## src/hdl/scfm_pkg.sv

```systemverilog
package scfm_pkg;
  // channel count and width of every millisecond counter
  localparam int              NCH          = 18;
  localparam int              NPH          = 4;
  localparam int              TW           = 14;
  // system clock rate and the cycles in one millisecond tick
  localparam int              CLK_HZ       = 32'h05F5_E100;
  localparam int              MS_PER_S     = 32'h0000_03E8;
  localparam int              MS_CYCLES    = CLK_HZ / MS_PER_S;
  // qualification times in ms
  localparam logic [TW-1:0]   FIELD_ON_MS  = 14'h01F4;
  localparam logic [TW-1:0]   SPEC_ON_MS   = 14'h0226;
  // fault times in ms
  localparam logic [TW-1:0]   RF_LEGACY_MS = 14'h03E8;
  localparam logic [TW-1:0]   RF_NEWER_MS  = 14'h05DC;
  localparam logic [TW-1:0]   CLEAR_MS     = 14'h0A8C;
  localparam logic [TW-1:0]   DUAL_MS      = 14'h01F4;
  localparam logic [TW-1:0]   CFG_HOLD_MS  = 14'h0BB8;
  // start-up flash interval bounds in ms and watchdog transitions needed
  localparam logic [TW-1:0]   FLASH_MIN_MS = 14'h1770;
  localparam logic [TW-1:0]   FLASH_MAX_MS = 14'h2710;
  localparam logic [2:0]      WD_TRANS     = 3'h5;
  // half periods of the 2 Hz and 4 Hz indicator patterns in ms
  localparam logic [TW-1:0]   HALF_2HZ_MS  = 14'h00FA;
  localparam logic [TW-1:0]   HALF_4HZ_MS  = 14'h007D;
  // channel index bases for the arrow-turn mapping
  localparam int              ARW_STD_BASE = 8;
  localparam int              ARW_CMP_BASE = 8;

  typedef enum logic [1:0] {
    scfm_st_flash,
    scfm_st_run,
    scfm_st_down
  } scfm_state_t;
endpackage

```

## src/hdl/scfm_time_if.sv

```systemverilog
`timescale 1ns/10ps
interface scfm_time_if;
  logic ms_tick;
  logic blink_2hz;
  logic blink_4hz;
  modport gen (output ms_tick, output blink_2hz, output blink_4hz);
  modport sink (input ms_tick, input blink_2hz, input blink_4hz);
endinterface

```

## src/hdl/scfm_monitor.sv

```systemverilog
`timescale 1ns/10ps
// How it works
// - relay-common sense active-high without jumper, active-low with jumper fitted
// - unplugged red harness connector latches a fault and forces flash
// - either red-fail inhibit input active suspends red-fail checking only
// - inhibit input active after 550 ms high, inactive under 250 ms
// - red input on after 500 ms, off when present under 200 ms
// - green and yellow inputs qualified the same way as red
// - red-fail, clearance, dual, harness and watchdog faults latch until front-panel or remote reset
// - red fail after 1000 ms or 1500 ms with no indication on
// - red fail checked only if switch, red gating, no inhibit, relay-common inactive
// - after green, yellow must be on 2.7 s or clearance fault
// - clearance check per switch, off for yellow inhibit, no gating, relay-common
// - two indications on together over 500 ms give dual fault
// - three-colour dual per channel, green-yellow dual for all, gated
// - configuration compared with stored copy; difference faults and flashes card lamp
// - configuration fault cleared only by front reset held three seconds
// - brown-out faults and flashes power lamp 2 Hz, restore restarts the 4 Hz flash interval
// - faults survive a line interruption with the same indications
// - start-up flash interval suspends monitoring, closes relay, power lamp 4 Hz
// - interval ends after 6 s, five watchdog transitions and line restored
// - five transitions missing by ten seconds gives watchdog error fault
// - switch selects standard or compact arrow mode, per-phase monitor enables
// - standard mode takes arrow heads from channels 9-12 and odd greens
module scfm_monitor #(
  parameter int NCH       = scfm_pkg::NCH,
  parameter int MS_CYCLES = scfm_pkg::MS_CYCLES
) (
  input  wire logic               mclk,
  input  wire logic               sys_rst,
  input  wire logic [NCH-1:0]     red_raw,
  input  wire logic [NCH-1:0]     yel_raw,
  input  wire logic [NCH-1:0]     grn_raw,
  input  wire logic               red_enable_raw,
  input  wire logic               inhibit1_raw,
  input  wire logic               inhibit2_raw,
  input  wire logic               relay_common_sense,
  input  wire logic               polarity_jumper,
  input  wire logic               red_harness_connector,
  input  wire logic               watchdog_raw,
  input  wire logic               line_below_dropout,
  input  wire logic               line_above_restore,
  input  wire logic               front_reset_btn,
  input  wire logic               remote_reset,
  input  wire logic [NCH-1:0]     red_fail_en,
  input  wire logic [NCH-1:0]     clearance_en,
  input  wire logic [NCH-1:0]     yellow_inhibit,
  input  wire logic [NCH-1:0]     dual_en,
  input  wire logic               gy_dual_all,
  input  wire logic               red_fail_newer,
  input  wire logic               arrow_turn_compact_mode,
  input  wire logic [3:0]         arrow_phase_en,
  output logic                    relay_flash,
  output logic                    fault_red_fail,
  output logic                    fault_clearance,
  output logic                    fault_dual,
  output logic                    fault_config,
  output logic                    fault_harness,
  output logic                    fault_brownout,
  output logic                    watchdog_error,
  output logic [NCH-1:0]          chan_fail,
  output logic                    power_led,
  output logic                    program_card_led,
  output logic [3:0]              arrow_red,
  output logic [3:0]              arrow_yel,
  output logic [3:0]              arrow_fya,
  output logic [3:0]              arrow_grn
);
  localparam int TW = scfm_pkg::TW;
  localparam int CW = 4 * NCH + 7;

  scfm_time_if tb ();
  logic [3*NCH+1:0]  fld_q;
  logic [1:0]        inh_q;
  logic [NCH-1:0]    r_on;
  logic [NCH-1:0]    y_on;
  logic [NCH-1:0]    g_on;
  logic              red_gate;
  logic              rcs_level;
  logic              rcs_active;
  logic              inhibit_on;
  logic              mon_on;
  logic              clr_req;
  logic [6:0]        ctl_s1_ff;
  logic [6:0]        ctl_s2_ff;
  logic              wd_prev_ff;
  logic [2:0]        wd_cnt_ff;
  logic [TW-1:0]     st_cnt_ff;
  logic [TW-1:0]     hold_cnt_ff;
  scfm_pkg::scfm_state_t state_ff;
  logic [CW-1:0]     cfg_now;
  logic [CW-1:0]     cfg_store_ff;
  logic              cfg_valid_ff;
  logic              cfg_clr;
  logic [TW-1:0]     rf_limit;
  logic [NCH-1:0]    rf_hit;
  logic [NCH-1:0]    cl_hit;
  logic [NCH-1:0]    dl_hit;
  logic [NCH-1:0]    grn_seen_ff;
  logic [NCH-1:0]    y_prev_ff;
  logic [TW-1:0]     rf_cnt_ff [NCH];
  logic [TW-1:0]     yl_cnt_ff [NCH];
  logic [TW-1:0]     dl_cnt_ff [NCH];
  logic              wd_err_ff;
  logic [6:0]        flt_ff;
  logic [NCH-1:0]    chan_fail_ff;
  logic [3:0]        a_red_ff;
  logic [3:0]        a_yel_ff;
  logic [3:0]        a_fya_ff;
  logic [3:0]        a_grn_ff;

  // true when two or more of three indications are on
  function automatic logic two_of_three(input logic a, input logic b, input logic c);
    return (a & b) | (a & c) | (b & c);
  endfunction

  scfm_timebase #(.MS_CYCLES(MS_CYCLES)) u_tb (
    .mclk    (mclk),
    .sys_rst (sys_rst),
    .tb      (tb)
  );

  // field inputs, red gating and relay-common qualified over 500 ms
  scfm_qual #(.W(3 * NCH + 2), .ON_MS(scfm_pkg::FIELD_ON_MS)) u_fld (
    .mclk    (mclk),
    .sys_rst (sys_rst),
    .tb      (tb),
    .raw     ({relay_common_sense, red_enable_raw, grn_raw, yel_raw, red_raw}),
    .qual    (fld_q)
  );

  // red-fail inhibit inputs qualified over 550 ms
  scfm_qual #(.W(2), .ON_MS(scfm_pkg::SPEC_ON_MS)) u_inh (
    .mclk    (mclk),
    .sys_rst (sys_rst),
    .tb      (tb),
    .raw     ({inhibit2_raw, inhibit1_raw}),
    .qual    (inh_q)
  );

  assign r_on       = fld_q[NCH-1:0];
  assign y_on       = fld_q[2*NCH-1:NCH];
  assign g_on       = fld_q[3*NCH-1:2*NCH];
  assign red_gate   = fld_q[3*NCH];
  // sense is on after qualification; without jumper a high level is active
  assign rcs_level  = fld_q[3*NCH+1];
  assign rcs_active = polarity_jumper ? ~rcs_level : rcs_level;
  assign inhibit_on = |inh_q;
  assign mon_on     = (state_ff == scfm_pkg::scfm_st_run);
  assign rf_limit   = red_fail_newer ? scfm_pkg::RF_NEWER_MS : scfm_pkg::RF_LEGACY_MS;

  // synchronise control levels: watchdog, buttons, line, harness
  always_ff @(posedge mclk) begin
    if (sys_rst) begin
      // harness bit idles plugged in, so no false harness fault after reset
      ctl_s1_ff <= 7'h40;
      ctl_s2_ff <= 7'h40;
    end else begin
      ctl_s1_ff <= {red_harness_connector, line_above_restore, line_below_dropout,
                    remote_reset, front_reset_btn, watchdog_raw, 1'b0};
      ctl_s2_ff <= ctl_s1_ff;
    end
  end

  // either reset source clears the ordinary fault latches
  assign clr_req = ctl_s2_ff[2] | ctl_s2_ff[3];

  // per-channel red-fail, clearance and dual timers
  for (genvar g = 0; g < NCH; g++) begin : g_ch
    logic rf_chk;
    logic cl_chk;
    logic dl_chk;
    logic dual_now;
    assign rf_chk   = mon_on & red_fail_en[g] & red_gate & ~inhibit_on & ~rcs_active;
    assign cl_chk   = mon_on & clearance_en[g] & ~yellow_inhibit[g] & red_gate
                      & ~rcs_active;
    assign dl_chk   = mon_on & red_gate & ~rcs_active;
    assign dual_now = (dual_en[g] & two_of_three(r_on[g], y_on[g], g_on[g]))
                      | (gy_dual_all & y_on[g] & g_on[g]);

    // absence of any indication
    always_ff @(posedge mclk) begin
      if (sys_rst || !rf_chk || r_on[g] || y_on[g] || g_on[g]) begin
        rf_cnt_ff[g] <= '0;
      end else if (tb.ms_tick && rf_cnt_ff[g] < rf_limit) begin
        rf_cnt_ff[g] <= rf_cnt_ff[g] + 1'b1;
      end
    end
    assign rf_hit[g] = rf_chk & (rf_cnt_ff[g] >= rf_limit);

    // yellow duration after a green
    always_ff @(posedge mclk) begin
      if (sys_rst || !y_on[g]) begin
        yl_cnt_ff[g] <= '0;
      end else if (tb.ms_tick && yl_cnt_ff[g] < scfm_pkg::CLEAR_MS) begin
        yl_cnt_ff[g] <= yl_cnt_ff[g] + 1'b1;
      end
    end

    // green arms the check, yellow end or red disarms it
    always_ff @(posedge mclk) begin
      if (sys_rst) begin
        grn_seen_ff[g] <= 1'b0;
        y_prev_ff[g]   <= 1'b0;
      end else begin
        y_prev_ff[g] <= y_on[g];
        if (g_on[g]) begin
          grn_seen_ff[g] <= 1'b1;
        end else if ((y_prev_ff[g] && !y_on[g]) || (r_on[g] && !y_on[g])) begin
          grn_seen_ff[g] <= 1'b0;
        end
      end
    end
    // short yellow ends early, missing yellow goes straight to red
    assign cl_hit[g] = cl_chk & grn_seen_ff[g] & ~g_on[g]
                       & ((y_prev_ff[g] & ~y_on[g] & (yl_cnt_ff[g] < scfm_pkg::CLEAR_MS))
                       | (r_on[g] & ~y_on[g] & ~y_prev_ff[g]));

    // overlap of indications
    always_ff @(posedge mclk) begin
      if (sys_rst || !dl_chk || !dual_now) begin
        dl_cnt_ff[g] <= '0;
      end else if (tb.ms_tick && dl_cnt_ff[g] <= scfm_pkg::DUAL_MS) begin
        dl_cnt_ff[g] <= dl_cnt_ff[g] + 1'b1;
      end
    end
    assign dl_hit[g] = dl_chk & (dl_cnt_ff[g] > scfm_pkg::DUAL_MS);
  end

  // start-up flash interval, watchdog transitions and brown-out
  always_ff @(posedge mclk) begin
    if (sys_rst) begin
      state_ff   <= scfm_pkg::scfm_st_flash;
      st_cnt_ff  <= '0;
      wd_cnt_ff  <= '0;
      wd_prev_ff <= 1'b0;
      wd_err_ff  <= 1'b0;
    end else begin
      wd_prev_ff <= ctl_s2_ff[1];
      unique case (state_ff)
        scfm_pkg::scfm_st_flash: begin
          if (tb.ms_tick && st_cnt_ff < scfm_pkg::FLASH_MAX_MS) st_cnt_ff <= st_cnt_ff + 1'b1;
          if (ctl_s2_ff[1] != wd_prev_ff && wd_cnt_ff < scfm_pkg::WD_TRANS) begin
            wd_cnt_ff <= wd_cnt_ff + 1'b1;
          end
          if (ctl_s2_ff[4]) begin
            state_ff <= scfm_pkg::scfm_st_down;
          end else if (st_cnt_ff >= scfm_pkg::FLASH_MIN_MS && wd_cnt_ff >= scfm_pkg::WD_TRANS
                       && ctl_s2_ff[5]) begin
            state_ff <= scfm_pkg::scfm_st_run;
          end else if (st_cnt_ff >= scfm_pkg::FLASH_MAX_MS) begin
            wd_err_ff <= wd_cnt_ff < scfm_pkg::WD_TRANS;
            state_ff  <= scfm_pkg::scfm_st_run;
          end
        end
        scfm_pkg::scfm_st_run: begin
          if (ctl_s2_ff[4]) state_ff <= scfm_pkg::scfm_st_down;
        end
        scfm_pkg::scfm_st_down: begin
          st_cnt_ff <= '0;
          wd_cnt_ff <= '0;
          if (ctl_s2_ff[5]) state_ff <= scfm_pkg::scfm_st_flash;
        end
      endcase
      if (clr_req && state_ff != scfm_pkg::scfm_st_flash) wd_err_ff <= 1'b0;
    end
  end

  // configuration snapshot and front-button hold timer
  assign cfg_now = {red_fail_en, clearance_en, yellow_inhibit, dual_en, gy_dual_all,
                    red_fail_newer, arrow_turn_compact_mode, arrow_phase_en};
  assign cfg_clr = ctl_s2_ff[2] && (hold_cnt_ff >= scfm_pkg::CFG_HOLD_MS);

  always_ff @(posedge mclk) begin
    if (sys_rst) begin
      cfg_valid_ff <= 1'b0;
      cfg_store_ff <= '0;
      hold_cnt_ff  <= '0;
    end else begin
      if (!ctl_s2_ff[2]) begin
        hold_cnt_ff <= '0;
      end else if (tb.ms_tick && hold_cnt_ff < scfm_pkg::CFG_HOLD_MS) begin
        hold_cnt_ff <= hold_cnt_ff + 1'b1;
      end
      if (!cfg_valid_ff || cfg_clr) begin
        cfg_store_ff <= cfg_now;
        cfg_valid_ff <= 1'b1;
      end
    end
  end

  // fault latches: a set in the same cycle as a clear wins; a brown-out keeps them
  always_ff @(posedge mclk) begin
    if (sys_rst) begin
      flt_ff       <= '0;
      chan_fail_ff <= '0;
    end else begin
      if (clr_req) begin
        flt_ff[0]    <= 1'b0;
        flt_ff[1]    <= 1'b0;
        flt_ff[2]    <= 1'b0;
        flt_ff[4]    <= 1'b0;
        chan_fail_ff <= '0;
      end
      if (cfg_clr) flt_ff[3] <= 1'b0;
      if (|rf_hit) flt_ff[0] <= 1'b1;
      if (|cl_hit) flt_ff[1] <= 1'b1;
      if (|dl_hit) flt_ff[2] <= 1'b1;
      if (cfg_valid_ff && tb.ms_tick && cfg_now != cfg_store_ff) flt_ff[3] <= 1'b1;
      if (!ctl_s2_ff[6] && cfg_valid_ff) flt_ff[4] <= 1'b1;
      flt_ff[5] <= (state_ff == scfm_pkg::scfm_st_down);
      chan_fail_ff <= (clr_req ? '0 : chan_fail_ff) | rf_hit | cl_hit | dl_hit;
    end
  end

  // arrow-turn head mapping per phase
  for (genvar p = 0; p < scfm_pkg::NPH; p++) begin : g_arw
    always_ff @(posedge mclk) begin
      if (sys_rst || !arrow_phase_en[p]) begin
        a_red_ff[p] <= 1'b0;
        a_yel_ff[p] <= 1'b0;
        a_fya_ff[p] <= 1'b0;
        a_grn_ff[p] <= 1'b0;
      end else if (!arrow_turn_compact_mode) begin
        a_red_ff[p] <= r_on[scfm_pkg::ARW_STD_BASE + p];
        a_yel_ff[p] <= y_on[scfm_pkg::ARW_STD_BASE + p];
        a_fya_ff[p] <= g_on[scfm_pkg::ARW_STD_BASE + p];
        a_grn_ff[p] <= g_on[2 * p];
      end else begin
        a_red_ff[p] <= r_on[2 * p];
        a_yel_ff[p] <= y_on[2 * p];
        a_fya_ff[p] <= g_on[2 * p];
        a_grn_ff[p] <= (p % 2 != 0) ? y_on[scfm_pkg::ARW_CMP_BASE + p / 2]
                                    : g_on[scfm_pkg::ARW_CMP_BASE + p / 2];
      end
    end
  end

  // outputs and indicators
  assign fault_red_fail   = flt_ff[0];
  assign fault_clearance  = flt_ff[1];
  assign fault_dual       = flt_ff[2];
  assign fault_config     = flt_ff[3];
  assign fault_harness    = flt_ff[4];
  assign fault_brownout   = flt_ff[5];
  assign watchdog_error   = wd_err_ff;
  assign chan_fail        = chan_fail_ff;
  assign relay_flash      = ~mon_on | (|flt_ff) | wd_err_ff;
  assign power_led        = (state_ff == scfm_pkg::scfm_st_down)  ? tb.blink_2hz :
                            (state_ff == scfm_pkg::scfm_st_flash) ? tb.blink_4hz : 1'b1;
  assign program_card_led = flt_ff[3] & tb.blink_2hz;
  assign arrow_red        = a_red_ff;
  assign arrow_yel        = a_yel_ff;
  assign arrow_fya        = a_fya_ff;
  assign arrow_grn        = a_grn_ff;
endmodule

```

## src/hdl/scfm_timebase.sv

```systemverilog
`timescale 1ns/10ps
module scfm_timebase #(
  parameter int MS_CYCLES = scfm_pkg::MS_CYCLES
) (
  input  wire logic  mclk,
  input  wire logic  sys_rst,
  scfm_time_if.gen   tb
);
  logic [31:0]               div_ff;
  logic [scfm_pkg::TW-1:0]   b2_ff;
  logic [scfm_pkg::TW-1:0]   b4_ff;
  logic                      tick_ff;
  logic                      blk2_ff;
  logic                      blk4_ff;

  // millisecond tick from the system clock
  always_ff @(posedge mclk) begin
    if (sys_rst) begin
      div_ff  <= 32'h0000_0000;
      tick_ff <= 1'b0;
    end else if (div_ff == 32'(MS_CYCLES - 1)) begin
      div_ff  <= 32'h0000_0000;
      tick_ff <= 1'b1;
    end else begin
      div_ff  <= div_ff + 32'h0000_0001;
      tick_ff <= 1'b0;
    end
  end

  // 2 Hz and 4 Hz square waves, 50% duty
  always_ff @(posedge mclk) begin
    if (sys_rst) begin
      b2_ff   <= '0;
      b4_ff   <= '0;
      blk2_ff <= 1'b0;
      blk4_ff <= 1'b0;
    end else if (tick_ff) begin
      b2_ff <= (b2_ff == scfm_pkg::HALF_2HZ_MS - 1'b1) ? '0 : b2_ff + 1'b1;
      b4_ff <= (b4_ff == scfm_pkg::HALF_4HZ_MS - 1'b1) ? '0 : b4_ff + 1'b1;
      if (b2_ff == scfm_pkg::HALF_2HZ_MS - 1'b1) blk2_ff <= ~blk2_ff;
      if (b4_ff == scfm_pkg::HALF_4HZ_MS - 1'b1) blk4_ff <= ~blk4_ff;
    end
  end

  assign tb.ms_tick   = tick_ff;
  assign tb.blink_2hz = blk2_ff;
  assign tb.blink_4hz = blk4_ff;
endmodule

```

## src/hdl/scfm_qual.sv

```systemverilog
`timescale 1ns/10ps
module scfm_qual #(
  parameter int                      W     = 1,
  parameter logic [scfm_pkg::TW-1:0] ON_MS = scfm_pkg::FIELD_ON_MS
) (
  input  wire logic          mclk,
  input  wire logic          sys_rst,
  scfm_time_if.sink          tb,
  input  wire logic [W-1:0]  raw,
  output logic      [W-1:0]  qual
);
  logic [W-1:0]              s1_ff;
  logic [W-1:0]              s2_ff;
  logic [W-1:0]              q_ff;
  logic [scfm_pkg::TW-1:0]   cnt_ff [W];

  // two-stage synchroniser
  always_ff @(posedge mclk) begin
    if (sys_rst) begin
      s1_ff <= '0;
      s2_ff <= '0;
    end else begin
      s1_ff <= raw;
      s2_ff <= s1_ff;
    end
  end

  // on only after the level has lasted ON_MS, off as soon as it drops
  for (genvar g = 0; g < W; g++) begin : g_bit
    always_ff @(posedge mclk) begin
      if (sys_rst || !s2_ff[g]) begin
        cnt_ff[g] <= '0;
        q_ff[g]   <= 1'b0;
      end else if (cnt_ff[g] >= ON_MS) begin
        q_ff[g] <= 1'b1;
      end else if (tb.ms_tick) begin
        cnt_ff[g] <= cnt_ff[g] + 1'b1;
      end
    end
  end

  assign qual = q_ff;
endmodule

```

## config.mk

```make
export PLATFORM = sky130hd
export DESIGN_NAME = scfm_monitor
export DESIGN_NICKNAME = d
export VERILOG_FILES = /design/src/hdl/scfm_pkg.sv /design/src/hdl/scfm_time_if.sv /design/src/hdl/scfm_monitor.sv /design/src/hdl/scfm_timebase.sv /design/src/hdl/scfm_qual.sv
export SDC_FILE = /design/constraint.sdc
export NUM_CORES = 2
export LEC_CHECK = 0
export ABC_AREA = 1
export BUFFER_PORTS_ARGS = -buffer_cell sky130_fd_sc_hd__buf_2
export CAP_MARGIN = 40
export CORE_UTILIZATION = 45
export DETAILED_ROUTE_END_ITERATION = 12
export SLEW_MARGIN = 0
export SYNTH_ARGS = -nofsm -noshare
export SYNTH_HDL_FRONTEND = slang
export SYNTH_SLANG_ARGS = --single-unit
```

## constraint.sdc

```tcl
create_clock -name mclk -period 3.9 [get_ports mclk]
set_clock_uncertainty 0.2 [all_clocks]
set_input_delay 0.39 -clock mclk [delete_from_list [all_inputs] [get_ports mclk]]
set_output_delay 0.39 -clock mclk [all_outputs]
set_load 0.005 [all_outputs]
```

== Yosys cells after proc, flatten, opt, wreduce, memory -nomap -nowiden ==
Memories as Yosys holds them, arrays and structs flattened.
Index checks and enable logic that the tools add are counted.

* Register bits: 442
* Word-level logic and storage cells: 2316
* Bits of input ports: 146
* Output and inout port bits: 44
* Memories: 5
* Memory bits (writable): 1568

* Equality and inequality tests: 12
* Reduce and logical (&&, ||, !) cells: 449
* Add/subtract/negate cells: 118
* Bitwise operators: 688
* Order comparisons: 155
* Mux-type cells: 751

{| class="wikitable"
|+ Memory list
! memory !! depth !! bits a word !! rd ports !! clocked after memory_dff !! write ports !! RTL line !! source
|-
| u_fld.cnt_ff || 56 || 14 || 56 || 0 || 56 || scfm_qual.sv:15 || <nowiki>logic [scfm_pkg::TW-1:0] cnt_ff [W];</nowiki>
|-
| dl_cnt_ff || 18 || 14 || 18 || 0 || 18 || scfm_monitor.sv:103 || <nowiki>logic [TW-1:0] dl_cnt_ff [NCH];</nowiki>
|-
| rf_cnt_ff || 18 || 14 || 18 || 0 || 18 || scfm_monitor.sv:101 || <nowiki>logic [TW-1:0] rf_cnt_ff [NCH];</nowiki>
|-
| yl_cnt_ff || 18 || 14 || 18 || 0 || 18 || scfm_monitor.sv:102 || <nowiki>logic [TW-1:0] yl_cnt_ff [NCH];</nowiki>
|-
| u_inh.cnt_ff || 2 || 14 || 2 || 0 || 2 || scfm_qual.sv:15 ||
|}

{| class="wikitable"
|+ Operators with widths
! cell !! count
|-
| $add 14x1->14 const B || 116
|-
| $mux 14 || 115
|-
| $ge 14x9->1 const B || 56
|-
| $mux 1 || 624
|-
| $and 1x1->1 || 417
|-
| $lt 14x12->1 const B || 19
|-
| $ge 14x11->1 || 18
|-
| $gt 14x9->1 const B || 18
|-
| $le 14x9->1 const B || 18
|-
| $lt 14x11->1 || 18
|-
| $logic_or 1x1->1 || 190
|-
| $or 1x1->1 || 187
|-
| $logic_not 1->1 || 119
|-
| $logic_and 1x1->1 || 100
|-
| $not 1->1 || 81
|-
| $ne 79x79->1 || 1
|-
| $or 18x18->18 || 3
|-
| $reduce_or 18->1 || 3
|-
| $reduce_bool 2->1 || 25
|-
| $add 32x1->32 const B || 1
|-
| $eq 32x17->1 const B || 1
|-
| $ge 14x10->1 const B || 2
|-
| $pmux 14 s2 || 1
|-
| $mux 18 || 1
|-
| 26 further kinds || 39
|}

== Longest topological paths before layout ==
* Depth in word-level cells: 13
* Gate-level depth with buffers: 15
* Mapped depth without buffers: 14

== Modules after synthesis ==
From an unflattened synthesis, not the netlist that was laid out.

* Cells, all modules: 10379
* Area total of the unflattened synthesis: 98614.6 um2

{| class="wikitable"
|+ By module, submodules not included
! module !! area each (um2) !! instances !! cells each !! seq. area each (um2)
|-
| scfm_monitor || 50275.7 || 1 || 5590 || 26765.7
|-
| scfm_qual (u_fld) || 43202.7 || 1 || 4061 || 26905.8
|-
| scfm_timebase || 3514.6 || 1 || 569 || 1261.2
|-
| scfm_qual (u_inh) || 1621.6 || 1 || 159 || 960.9
|}

== Least setup slack after synthesis ==
OpenSTA, ideal clock, no wires.

* Path type: input -> register
* Start: input red_fail_newer
* End: memory rf_cnt_ff[11][0] (enable)
* Data required time: 3.339 ns
* Path slack: 1.063 ns
* Path buffers: 0
* Arrival time: 2.276 ns
* Setup time: 0.361 ns
* Stages on the path: 7
* Path through: inv_1 ha_1 nand2_1 inv_1 nor4_1 nand3_1 nand2_1

{| class="wikitable"
|+ RTL lines
! item !! RTL line !! source
|-
| start, declared || scfm_monitor.sv:50 || <nowiki>input wire logic red_fail_newer,</nowiki>
|-
| end, declared || scfm_monitor.sv:101 ||
|}

==> flow_metrics.tcl <==
set metrics [dict create \
    core_region_area_um2 211900 \
    synthTopCellsByArea "edfxtp_1 49%, dfxtp_1 9.2%, nor2_1 7.2%" \
    htreeDepth 4 \
    worstSetupPathType "flip-flop to flip-flop" \
    crit_path_max_fanout 14 \
    synth_area_um2 95810 \
    startpoint_type "flip-flop" \
    syn_to_final_growth_pct 16.51 \
    groute.usage.overall_pct 20.31 \
    regToRegEndpoint "rf_cnt_ff[15][1]" \
    syn_inst 9946 \
    cts-root-buf "clkbuf_16" \
    die_x_um 463.4 \
    wirelength_mm 220.7 \
    wire_per_inst_um 15.79 \
    postLayoutCoreUtil_pct 52.68 \
    io_pins 190 \
    p_per_area_nw_per_um2 414.8 \
    slew-limit-headroom_pct 35.18 \
    clkPwrFrac_pct 44.8 \
    totalNegativeSetupSlack_ns 0 \
    clkLatencyLatePin_ns 0.85 \
    p_sw_mw 10.12 \
    cts_tree "done" \
    cts_buffers 213 \
    drt_iter0_drc 4955 \
    synth_edf_count 1568 \
    synth_cell_type_count 56 \
    power_mw 46.30 \
    preCtsSetupSlack_ns 0.5725 \
    fp-row-count 169 \
    grt_pass1_wl_mm 348.4 \
    first_pass_iters 7 \
    antenna_found_initial 24 \
    ys_ff_latch 2008 \
    postCtsSetupRepairBufs 0 \
    min_period_ns 3.409 \
    worstHoldPathType "input pin to flip-flop" \
    tightest_slew_ns 0.9723 \
    final_cell_mix "1827 x nor2_1, 1568 x edfxtp_1, 1410 x inv_1, 1321 x nand2_1, 495 x nand3_1" \
    synth_top_area_share_pct 49.14 \
    ff2ff_setup_slack_ns 0.49 \
    outcome "finished clean" \
    via_per_inst 4.949 \
    place.gp.congestion 0.9029 \
    overflow 0 \
    fp.dieH_um 463.4 \
    ant_nets 0 \
    port_buffers 189 \
    r2r-start "u_inh.qual[0]" \
    max_freq_ghz 0.2934 \
    sw_frac_of_total_pct 21.87 \
    startpoint "u_inh.qual[0]" \
    endpoint_kind "flip-flop" \
    grt_max_degree 109 \
    rsz0062_at_grt "no" \
    setup_viol 0 \
    synth.avg_cell_area_um2 9.633 \
    path_clk_slew_ns 0.06 \
    crit_arrival_ns 3.61 \
    dp_hpwl_mm 161.5 \
    ys.flop_type "edfxtp_1" \
    drv_slew 0 \
    yosysSeqAreaShare_pct 58.34 \
    drc 0 \
    cts_sinks 2008 \
    hold_viol 0 \
    nets 11409 \
    cap_violations 0 \
    p_int_mw 36.17 \
    start_util_pct 45.22 \
    synth_area_leader_cell "edfxtp_1" \
    layout_commonest_cell "nor2_1" \
    vias 69167 \
    grt_pass1_vias 65859 \
    n_fill_cell 19151 \
    seq_power_share_pct 51.5 \
    crit_path_end "rf_cnt_ff[15][1]" \
    comb_power_share_pct 3.7 \
    yosys_warnings 0 \
    die_area_um2 214800 \
    clk_path_buf_depth 3 \
    setup_ws_ns 0.4911 \
    drive_above_1_share_pct 6.926 \
    synth_async_sr_flop_share_pct 0 \
    post-route-period-util_pct 87.41 \
    holdWs_ns 0.09698 \
    p_leak_nw 42.44 \
    ir_drop_uv 461.7 \
    r2r_cells 4 \
    required_ns 4.10 \
]
==> cell type report <==
cell class	count	area [um^2]	area share, %
diodes	10	25.02	0.02242
clock buffers	297	6021	5.394
clock inverters	111	1257	1.126
inverters	1423	5350	4.793
multi-input cells	6828	35700	31.98
flip-flops and latches	2008	55900	50.08
well taps	2821	3530	3.162
repair buffers	479	3847	3.447
==> kinds of logic after synthesis <==
kind of cell	share of synthesized area (%)
simple gates	21.13
flops	58.34
buf+inv	6.185
fa+ha+maj	4.048
xor+xnor	4.836
compound gates	5.465
other cells	0.003914
==> critical path: stages (launching register included) <==
cell     delay, ns
dfxtp_1       0.31
nor2_2        0.50
inv_1         0.52
nor3_1        0.72
nand3_1       0.69
==> routing by layer <==
layer | GRT usage, % | up-vias | part of all wire (%)
met4 | 8.674 | 2 | 4.3
met2 | 33.31 | 1419 | 46
met1 | 27.05 | 32546 | 45
met3 | 2.604 | 401 | 4.4
met5 | 0 | - | 0.0059
li1 | - | 34799 | -
==> sequential cells by signal (all words and copies together), names as in the netlist, 6 cells and up <==
name,count
cfg_store_ff,79
chan_fail,18
ctl_s1_ff,6
ctl_s2_ff,6
dl_cnt_ff,252
flt_ff,6
grn_seen_ff,18
hold_cnt_ff,14
rf_cnt_ff,252
st_cnt_ff,14
u_fld.cnt_ff,784
u_fld.qual,56
u_fld.s1_ff,56
u_fld.s2_ff,56
u_inh.cnt_ff,28
u_tb.b2_ff,14
u_tb.b4_ff,14
u_tb.div_ff,32
y_prev_ff,18
yl_cnt_ff,252
==> stage by stage <==
step	std cells	instance area, um^2
2_1_floorplan	10395	97500
3_3_place_gp	13324	101900
3_5_place_dp	13380	102500
4_1_cts	13967	111600
5_1_grt	13974	111600
6_report	13977	111600
==> cell usage after synthesis (4+ instances only) <==
library cell / count
a211oi_1: 15
a21oi_1: 393
a21oi_2: 9
a31oi_1: 38
a41oi_1: 12
and2_1: 9
and3_1: 7
buf_1: 14
buf_2: 48
clkbuf_1: 72
dfxtp_1: 440
edfxtp_1: 1568
ha_1: 310
inv_1: 1414
inv_2: 5
nand2_1: 1322
nand3_1: 495
nand3_2: 7
nand3b_1: 7
nand4_1: 198
nand4_2: 4
nor2_1: 1828
nor2_2: 8
nor3_1: 377
nor3_2: 7
nor3b_1: 191
nor3b_2: 11
nor4_1: 42
o211ai_1: 89
o21a_1: 15
o21ai_0: 326
o21ai_1: 5
o21bai_1: 18
o31ai_1: 12
or2_2: 69
xnor2_1: 182
xor2_1: 347
==> how the worst min path moves through the flow <==
stage,start,to,slack [ns],cells past startpoint
after floorplan,ctl_s1_ff[1],ctl_s2_ff[1],0.19,2
after global placement,ctl_s1_ff[6],ctl_s2_ff[6],0.20,1
after detailed placement,ctl_s1_ff[1],ctl_s2_ff[1],0.20,2
after CTS,grn_raw[16],u_fld.s1_ff[52],0.01,4
after global routing,inhibit1_raw,u_inh.s1_ff[0],0.06,4
final,inhibit1_raw,u_inh.s1_ff[0],0.1,4
==> repair_timing <==
action	in CTS	in global routing
gates resized for setup	0	0
endpoints found under the hold margin	231	0
hold buffers	179	0
==> power groups by stage <==
stage | registers (mW) | logic [mW] | clock network, mW
floorplan | 24.2 | 0.928 | 0
finish | 23.9 | 1.71 | 20.7
CTS | 23.9 | 1.70 | 21.2
detailed placement | 24.3 | 1.54 | 0
global route | 23.9 | 1.90 | 22.1
global placement | 24.3 | 1.48 | 0
(Power assumes the default switching activity.)
